$ cat src/include/sros_pkg.sv
`default_nettype none

package sros_pkg;

   // ------------------------------------------------------------
   // Commands presented on the command port
   // ------------------------------------------------------------
   typedef enum logic [3:0] {
      CMD_OPC    = 4'h0,
      CMD_OPC_Q  = 4'h1,
      CMD_WAI    = 4'h2,
      CMD_RST    = 4'h3,
      CMD_CLS    = 4'h4,
      CMD_MSK_WR = 4'h5,
      CMD_MSK_RD = 4'h6,
      CMD_SBY_RD = 4'h7,
      CMD_ESE_WR = 4'h8,
      CMD_ESE_RD = 4'h9,
      CMD_ESR_RD = 4'ha,
      CMD_TST    = 4'hb,
      CMD_LMC    = 4'hc
   } sros_cmd_e;

   // ------------------------------------------------------------
   // Status byte and event register layout
   // ------------------------------------------------------------
   localparam int unsigned SBY_QSB = 3;
   localparam int unsigned SBY_MAV = 4;
   localparam int unsigned SBY_ESB = 5;
   localparam int unsigned SBY_MSS = 6;
   localparam int unsigned SBY_OSB = 7;
   localparam int unsigned ESR_OPC = 0;

   localparam logic [7:0] MSK_WMASK = 8'hb8;
   localparam logic [7:0] MSS_EXCL  = 8'hbf;
   localparam logic [7:0] MSK_RST   = 8'h00;
   localparam logic [7:0] ESE_RST   = 8'h00;
   localparam logic [7:0] ESR_RST   = 8'h00;

   // ------------------------------------------------------------
   // Response codes
   // ------------------------------------------------------------
   localparam logic [7:0]  ASCII_ONE    = 8'h31;
   localparam logic [7:0]  ASCII_QUOTE  = 8'h22;
   localparam logic [7:0]  TST_NOFINISH = 8'hff;
   localparam logic [7:0]  TST_FAILDEF  = 8'h01;
   localparam logic [15:0] ERR_SELFTEST = 16'hfeb6;

   // ------------------------------------------------------------
   // Timing
   // ------------------------------------------------------------
   localparam int unsigned CLK_PERIOD_NS  = 10;
   localparam int unsigned ST_TIMEOUT_MS  = 100;
   localparam int unsigned ST_TIMEOUT_CYC = (ST_TIMEOUT_MS * 1000000) / CLK_PERIOD_NS;
   localparam int unsigned ST_CNT_W       = 24;

endpackage

`default_nettype wire

$ cat src/verilog/sros_meas_edge.sv
`default_nettype none

module sros_meas_edge (
   input  wire logic clk,
   input  wire logic reset,
   input  wire logic measActive,
   output logic      idleEvent
);

   logic syncA;
   logic syncB;
   logic prevB;
   logic next_syncA;
   logic next_syncB;
   logic next_prevB;

   // ------------------------------------------------------------
   // Synchroniser and falling edge
   // ------------------------------------------------------------
   always_comb begin
      next_syncA = measActive;
      next_syncB = syncA;
      next_prevB = syncB;
   end

   always_ff @(posedge clk) begin
      if (reset) begin
         syncA <= 1'b0;
         syncB <= 1'b0;
         prevB <= 1'b0;
      end else begin
         syncA <= next_syncA;
         syncB <= next_syncB;
         prevB <= next_prevB;
      end
   end

   assign idleEvent = prevB & ~syncB;

endmodule // sros_meas_edge

`default_nettype wire

$ cat src/verilog/sros_status_core.sv
`default_nettype none

module sros_status_core #(
   parameter int unsigned TEST_TIMEOUT_CYC = sros_pkg::ST_TIMEOUT_CYC
) (
   input  wire logic                clk,
   input  wire logic                reset,
   input  wire logic                cmdValid,
   input  wire sros_pkg::sros_cmd_e cmdCode,
   input  wire logic [7:0]          cmdData,
   output logic                     cmdReady,
   output logic                     respValid,
   output logic [7:0]               respData,
   input  wire logic                devClear,
   input  wire logic                measActive,
   input  wire logic [7:0]          esrEvents,
   input  wire logic                queueSummary,
   input  wire logic                msgAvailable,
   input  wire logic                operSummary,
   input  wire logic                spollReq,
   output logic [7:0]               spollByte,
   output logic                     srqOut,
   output logic                     rqsFlag,
   output logic                     macroEnable,
   output logic                     settingsReset,
   output logic                     macroListReq,
   input  wire logic                macroDefined,
   output logic                     selfTestStart,
   input  wire logic                selfTestDone,
   input  wire logic                selfTestPass,
   input  wire logic [7:0]          selfTestCode,
   output logic                     errorEvent,
   output logic [15:0]              errorCode
);

   localparam int unsigned CW = sros_pkg::ST_CNT_W;
   localparam logic [CW-1:0] TO_LAST = CW'(TEST_TIMEOUT_CYC - 1);

   typedef enum logic [2:0] {
      S_IDLE = 3'h0,
      S_WAIT = 3'h1,
      S_OPCQ = 3'h2,
      S_TEST = 3'h3,
      S_LMC2 = 3'h4
   } sros_state_e;

   sros_state_e   state;
   sros_state_e   next_state;
   logic [7:0]    reqMask;
   logic [7:0]    next_reqMask;
   logic [7:0]    ese;
   logic [7:0]    next_ese;
   logic [7:0]    esr;
   logic [7:0]    next_esr;
   logic          opcArmed;
   logic          next_opcArmed;
   logic          rqs;
   logic          next_rqs;
   logic          prevMss;
   logic [CW-1:0] testCnt;
   logic [CW-1:0] next_testCnt;
   logic          next_respValid;
   logic [7:0]    next_respData;
   logic [7:0]    next_spollByte;
   logic          next_macroEnable;
   logic          next_settingsReset;
   logic          next_macroListReq;
   logic          next_selfTestStart;
   logic          next_errorEvent;
   logic          idleEvent;
   logic          accept;
   logic          mss;
   logic [7:0]    statByte;
   logic [7:0]    esrSet;
   logic [7:0]    esrClr;

   sros_meas_edge u_edge (
      .clk        (clk),
      .reset      (reset),
      .measActive (measActive),
      .idleEvent  (idleEvent)
   );

   // ------------------------------------------------------------
   // Status byte and summary
   // ------------------------------------------------------------
   always_comb begin
      statByte = 8'h00;
      statByte[sros_pkg::SBY_QSB] = queueSummary;
      statByte[sros_pkg::SBY_MAV] = msgAvailable;
      statByte[sros_pkg::SBY_ESB] = |(esr & ese);
      statByte[sros_pkg::SBY_OSB] = operSummary;
   end

   assign mss      = |(statByte & reqMask & sros_pkg::MSS_EXCL);
   assign srqOut   = mss;
   assign rqsFlag  = rqs;
   assign cmdReady = (state == S_IDLE);
   assign accept   = cmdValid && cmdReady;
   assign errorCode = sros_pkg::ERR_SELFTEST;

   // ------------------------------------------------------------
   // Next-state logic
   // ------------------------------------------------------------
   always_comb begin
      next_state         = state;
      next_reqMask       = reqMask;
      next_ese           = ese;
      next_testCnt       = testCnt;
      next_respValid     = 1'b0;
      next_respData      = respData;
      next_macroEnable   = macroEnable;
      next_settingsReset = 1'b0;
      next_macroListReq  = 1'b0;
      next_selfTestStart = 1'b0;
      next_errorEvent    = 1'b0;
      next_spollByte     = spollByte;
      esrSet             = esrEvents;
      esrClr             = 8'h00;
      next_opcArmed      = opcArmed;

      // Event set beats a same-cycle clear so nothing is lost
      esrSet[sros_pkg::ESR_OPC] = esrEvents[sros_pkg::ESR_OPC] | (opcArmed & idleEvent);
      if (idleEvent || devClear) begin
         next_opcArmed = 1'b0;
      end

      // Request flag rises with the summary and drops once polled
      next_rqs = (rqs & ~spollReq) | (mss & ~prevMss);
      if (spollReq) begin
         next_spollByte = statByte | {1'b0, rqs, 6'h00};
      end

      unique case (state)
         S_IDLE: begin
            if (accept) begin
               unique case (cmdCode)
                  sros_pkg::CMD_OPC: begin
                     next_opcArmed = 1'b1;
                  end
                  sros_pkg::CMD_OPC_Q: begin
                     next_state = S_OPCQ;
                  end
                  sros_pkg::CMD_WAI: begin
                     next_state = S_WAIT;
                  end
                  sros_pkg::CMD_RST: begin
                     // Masks, event register and queue are left alone
                     next_opcArmed      = 1'b0;
                     next_macroEnable   = 1'b0;
                     next_settingsReset = 1'b1;
                  end
                  sros_pkg::CMD_CLS: begin
                     next_opcArmed = 1'b0;
                     esrClr        = 8'hff;
                  end
                  sros_pkg::CMD_MSK_WR: begin
                     next_reqMask = cmdData & sros_pkg::MSK_WMASK;
                  end
                  sros_pkg::CMD_MSK_RD: begin
                     next_respValid = 1'b1;
                     next_respData  = reqMask;
                  end
                  sros_pkg::CMD_SBY_RD: begin
                     // Pure read: no side effect on status or request state
                     next_respValid = 1'b1;
                     next_respData  = statByte | {1'b0, mss, 6'h00};
                  end
                  sros_pkg::CMD_ESE_WR: begin
                     next_ese = cmdData;
                  end
                  sros_pkg::CMD_ESE_RD: begin
                     next_respValid = 1'b1;
                     next_respData  = ese;
                  end
                  sros_pkg::CMD_ESR_RD: begin
                     next_respValid = 1'b1;
                     next_respData  = esr;
                     esrClr         = 8'hff;
                  end
                  sros_pkg::CMD_TST: begin
                     next_selfTestStart = 1'b1;
                     next_testCnt       = '0;
                     next_state         = S_TEST;
                  end
                  sros_pkg::CMD_LMC: begin
                     if (macroDefined) begin
                        next_macroListReq = 1'b1;
                     end else begin
                        next_respValid = 1'b1;
                        next_respData  = sros_pkg::ASCII_QUOTE;
                        next_state     = S_LMC2;
                     end
                  end
                  default: begin
                  end
               endcase
            end
         end
         S_WAIT: begin
            if (idleEvent || devClear) begin
               next_state = S_IDLE;
            end
         end
         S_OPCQ: begin
            if (devClear) begin
               next_state = S_IDLE;
            end else if (idleEvent) begin
               next_respValid = 1'b1;
               next_respData  = sros_pkg::ASCII_ONE;
               next_state     = S_IDLE;
            end
         end
         S_TEST: begin
            next_testCnt = testCnt + 1'b1;
            if (selfTestDone) begin
               next_respValid  = 1'b1;
               next_errorEvent = ~selfTestPass;
               next_state      = S_IDLE;
               if (selfTestPass) begin
                  next_respData = 8'h00;
               end else if (selfTestCode == 8'h00) begin
                  next_respData = sros_pkg::TST_FAILDEF;
               end else begin
                  next_respData = selfTestCode;
               end
            end else if (testCnt == TO_LAST) begin
               // A hung test still answers, flagged as not finished
               next_respValid  = 1'b1;
               next_respData   = sros_pkg::TST_NOFINISH;
               next_errorEvent = 1'b1;
               next_state      = S_IDLE;
            end
         end
         S_LMC2: begin
            next_respValid = 1'b1;
            next_respData  = sros_pkg::ASCII_QUOTE;
            next_state     = S_IDLE;
         end
         default: begin
            next_state = S_IDLE;
         end
      endcase

      next_esr = (esr & ~esrClr) | esrSet;
   end

   // ------------------------------------------------------------
   // Registers
   // ------------------------------------------------------------
   always_ff @(posedge clk) begin
      if (reset) begin
         state         <= S_IDLE;
         reqMask       <= sros_pkg::MSK_RST;
         ese           <= sros_pkg::ESE_RST;
         esr           <= sros_pkg::ESR_RST;
         opcArmed      <= 1'b0;
         rqs           <= 1'b0;
         prevMss       <= 1'b0;
         testCnt       <= '0;
         respValid     <= 1'b0;
         respData      <= 8'h00;
         spollByte     <= 8'h00;
         macroEnable   <= 1'b1;
         settingsReset <= 1'b0;
         macroListReq  <= 1'b0;
         selfTestStart <= 1'b0;
         errorEvent    <= 1'b0;
      end else begin
         state         <= next_state;
         reqMask       <= next_reqMask;
         ese           <= next_ese;
         esr           <= next_esr;
         opcArmed      <= next_opcArmed;
         rqs           <= next_rqs;
         prevMss       <= mss;
         testCnt       <= next_testCnt;
         respValid     <= next_respValid;
         respData      <= next_respData;
         spollByte     <= next_spollByte;
         macroEnable   <= next_macroEnable;
         settingsReset <= next_settingsReset;
         macroListReq  <= next_macroListReq;
         selfTestStart <= next_selfTestStart;
         errorEvent    <= next_errorEvent;
      end
   end
endmodule // sros_status_core

`default_nettype wire

$ cat config.mk
export PLATFORM = sky130hd
export DESIGN_NAME = sros_status_core
export DESIGN_NICKNAME = d
export VERILOG_FILES = /design/src/include/sros_pkg.sv /design/src/verilog/sros_meas_edge.sv /design/src/verilog/sros_status_core.sv
export SDC_FILE = /design/constraint.sdc
export NUM_CORES = 1
export LEC_CHECK = 0
export ABC_AREA = 1
export BUFFER_PORTS_ARGS = -buffer_cell sky130_fd_sc_hd__buf_2
export CAP_MARGIN = 20
export CORE_MARGIN = 2
export CORE_UTILIZATION = 46
export CTS_CLUSTER_DIAMETER = 50
export CTS_CLUSTER_SIZE = 8
export DETAILED_ROUTE_END_ITERATION = 10
export PLACE_DENSITY = 0.79
export SLEW_MARGIN = 30
export SYNTH_ARGS = -nofsm -noshare
export SYNTH_HDL_FRONTEND = slang
export SYNTH_SLANG_ARGS = --single-unit
$ cat constraint.sdc
create_clock -name clk -period 4.67 [get_ports clk]
set_input_delay 0.467 -clock clk [delete_from_list [all_inputs] [get_ports clk]]
set_output_delay 0.467 -clock clk [all_outputs]
set_load 0.02 [all_outputs]
==> reports/metrics.json <==
{
  "num_io_pins": {"value": 81},
  "clock_sink_count": {"value": 72},
  "final_hold_viol_count": {"value": 0},
  "timing.clock.skew": {"value": 0.006810, "unit": "ns"},
  "hold_path_class": {"value": "in2reg"},
  "overall_die_area": {"value": 0.009569, "unit": "sq mm"},
  "grt_pass1_vias": {"value": 3787},
  "antenna_cells_inserted": {"value": 0},
  "crit_top_cell": {"value": "inv_1"},
  "period_minus_slack": {"value": 2.238, "unit": "ns"},
  "core_area": {"value": 0.008636, "unit": "sq mm"},
  "detailed_place_hpwl": {"value": 7.720, "unit": "mm"},
  "syn_area": {"value": 0.004049, "unit": "sq mm"},
  "cp-end-kind": {"value": "flip-flop"},
  "cts_hold_repair.buffers": {"value": 0},
  "grt_max_degree": {"value": 37},
  "worst_pin_slew": {"value": 0.8607, "unit": "ns"},
  "peakVddDrop": {"value": 0.2542, "unit": "mV"},
  "syn_avg_cell_area": {"value": 6.182, "unit": "sq um"},
  "power.density_cell_area": {"value": 370.6, "unit": "mW/mm^2"},
  "timing.critical_path.slowest_stage_cell": {"value": "inv_1"},
  "clock_tree.htree_level_count": {"value": 3},
  "layout_worst_path_cycle_share": {"value": 47.92, "unit": "%"},
  "power_frac_seq": {"value": 41.7, "unit": "%"},
  "numCtsBuffers": {"value": 9},
  "net-switching-power": {"value": 650.5, "unit": "uW"},
  "fraction_of_synthesis_flops_using_an_asynchronous_set_or_reset_pin": {"value": 0, "unit": "%"},
  "number_of_antenna_violations_at_the_first_check_in_global_routing": {"value": 0},
  "critPathBufInv": {"value": 3},
  "detail_route.drc_violations": {"value": 0},
  "timing.setup.critical_path_class": {"value": "reg2reg"},
  "drv_cap": {"value": 0},
  "run_status": {"value": "complete, no violations"},
  "timing.critical_path.cells": {"value": "inv_1 -> nor2_2 -> nand2_1 -> inv_1 -> nand3_2 -> nand2_2 -> inv_1 -> nor2_1 -> nor2_1"},
  "worst_path_dominant_cell_family": {"value": "simple AND/OR/NAND/NOR gates"},
  "share_clk_of_total_power": {"value": 26.2, "unit": "%"},
  "grt_first_pass_wirelength": {"value": 16.63, "unit": "mm"},
  "die_x_extent": {"value": 97.82, "unit": "um"},
  "globalRouteOverflowTotal": {"value": 0},
  "combPwrFrac": {"value": 32.1, "unit": "%"},
  "fp-row-count": {"value": 34},
  "leakagePower": {"value": 2.122, "unit": "nW"},
  "critical_path.startpoint_type": {"value": "flip-flop"},
  "slew_headroom": {"value": 42.56, "unit": "%"},
  "detailedRoute.firstIterationViolations": {"value": 203},
  "final_layout_size_suffix_gt1_share": {"value": 13.71, "unit": "%"},
  "synth.distinct_cells": {"value": 32},
  "synth-edff-count": {"value": 0},
  "portBuffers": {"value": 61},
  "detail_route.wl_per_cell": {"value": 12.14, "unit": "um"},
  "wirelength": {"value": 9.993, "unit": "mm"},
  "final.hold.worst_slack": {"value": 0.3209, "unit": "ns"},
  "syn_inst": {"value": 655},
  "report.final.setup_viol": {"value": 0},
  "synthFlopType": {"value": "dfxtp_1"},
  "worst_ep_required_time": {"value": 4.92, "unit": "ns"},
  "synth_sequential_area_ratio": {"value": 35.60, "unit": "%"},
  "clk_pin_slew_worst_paths": {"value": 0.08, "unit": "ns"},
  "drv_slew": {"value": 0},
  "die_h": {"value": 97.82, "unit": "um"},
  "vias": {"value": 4161},
  "global_route.usage.total": {"value": 21.00, "unit": "%"},
  "rsz0062_at_grt": {"value": "false"},
  "clock_insertion_delay_worst_skew": {"value": 0.35, "unit": "ns"},
  "routabilityCongestion": {"value": 0.9533},
  "drtPass1Iterations": {"value": 5},
  "layout-area-overhead-vs-synth": {"value": 11.25, "unit": "%"},
  "yosys_register_bits": {"value": 72},
  "crit_path_max_fanout": {"value": 21},
  "ant_nets": {"value": 0},
  "viasPerCell": {"value": 5.056},
  "ys.warnings.count": {"value": 0},
  "setup_tns_final": {"value": 0, "unit": "ns"},
  "critPathMaxStageDelay": {"value": 0.55, "unit": "ns"},
  "cts.repair.resized": {"value": 0},
  "switching_share": {"value": 38.97, "unit": "%"},
  "cts_tree": {"value": "done"},
  "clockRootBuffer": {"value": "clkbuf_8"},
  "initial_utilization": {"value": 46.88, "unit": "%"},
  "maxClockFrequency": {"value": 446.9, "unit": "MHz"},
  "cellInternalPower": {"value": 1.019, "unit": "mW"},
  "arrival_time_at_the_worst_endpoint": {"value": 2.48, "unit": "ns"},
  "finish.net_count": {"value": 751},
  "cts_max_path_buffers": {"value": 2},
  "post_cts_buffers": {"value": 0}
}
==> cells by family (layout without fill, tap and decap cells) <==
logic type,Yosys count,after routing,share of synthesized area (%)
compound gates,83,83,10.72
fa+ha+maj,1,1,0.3090
simple gates,397,397,41.13
buf+inv,97,140,11.40
flops,72,72,35.60
other cells,2,19,0.1855
xor+xnor,3,3,0.6491
==> worst reg2reg max path: cells and delay by family, from the launching register on <==
| family | cells | cell delay [ns] |
|---|---|---|
| flip-flops | 1 | 0.38 |
| AND/OR/NAND/NOR | 6 | 1.01 |
| buffers and inverters | 3 | 0.75 |
==> per-stage QoR <==
step / setup WS [ns] / utilization, % / power (mW) / area [sq um] / cells
6_report: 2.432 / 52.16 / 1.670 / 4504 / 823
5_1_grt: 2.111 / 52.16 / 1.788 / 4504 / 823
4_1_cts: 2.411 / 52.16 / 1.678 / 4504 / 823
3_5_place_dp: 2.410 / 50.16 / 1.242 / 4332 / 807
3_3_place_gp: 2.484 / 50.16 / 1.225 / 4332 / 807
2_1_floorplan: 3.002 / - / 1.131 / 4113 / 672
==> layout by cell type (no fill, tap or decap), types with 4 or more instances in the layout <==
cell type / instances
nand2_1: 180
nor2_1: 134
dfxtp_1: 72
buf_2: 61
inv_1: 59
nand3_1: 43
a21oi_1: 40
o21ai_0: 32
conb_1: 19
nand4_1: 10
nor3_1: 9
clkbuf_8: 9
or2_2: 5
nor2_4: 4
==> sequential cells by signal, indices dropped and copies added, names as in the netlist, 3 cells and up <==
signal     count
ese            8
esr            8
reqMask        4
respData       8
spollByte      5
state          3
testCnt       24
==> routing by layer <==
metal  track usage, %  wire, um
met1            24.21      4235
met2            37.99      5005
met3            6.156       653
met4            5.342        99
met5                0         0
==> power groups by stage <==
stage          logic, mW  registers (mW)  clock network, mW
5_1_grt            0.612           0.701              0.474
3_3_place_gp       0.517           0.708                  0
6_report           0.537           0.696              0.437
2_1_floorplan      0.400           0.731                  0
4_1_cts            0.535           0.695              0.448
3_5_place_dp       0.533           0.709                  0
==> synthesized netlist by cell type, drive strengths merged, types with 2 or more instances <==
cell type,instances,area share (%)
nor2,141,14
o21ai,35,4.3
nand3,45,5.8
nand4,10,1.5
or2,5,0.77
xor2,3,0.65
buf,29,5.1
inv,62,5.7
a21oi,41,5.2
nand2,183,17
a31oi,2,0.31
nor3b,3,0.56
nor3,9,1.1
clkbuf,6,0.56
conb,2,0.19
dfxtp,72,36
==> path summary, 6_finish.rpt <==
kind              cells past startpoint                          from  slack [ns]                      endpoint
setup / recovery                      9         state[1]$_SDFFE_PP0P_        2.43      respData[2]$_SDFFE_PP0P_
hold / removal                        3                  esrEvents[4]        0.32             esr[4]$_SDFF_PP0_
setup reg to reg                      9         state[1]$_SDFFE_PP0P_        2.43      respData[2]$_SDFFE_PP0P_
hold reg to reg                       2  u_edge.next_syncB$_SDFF_PP0_        0.41  u_edge.next_prevB$_SDFF_PP0_
==> area by class of cell <==
type / instances / area (sq um)
Sequential cell: 72 / 1441
Fill cell: 846 / 4131
Clock inverter: 6 / 45.04
Clock buffer: 10 / 127.6
Inverter: 62 / 232.7
Multi-Input combinational cell: 503 / 2210
Timing Repair Buffer: 62 / 312.8
Tap cell: 108 / 135.1
Power figures use the tool's default switching activity.
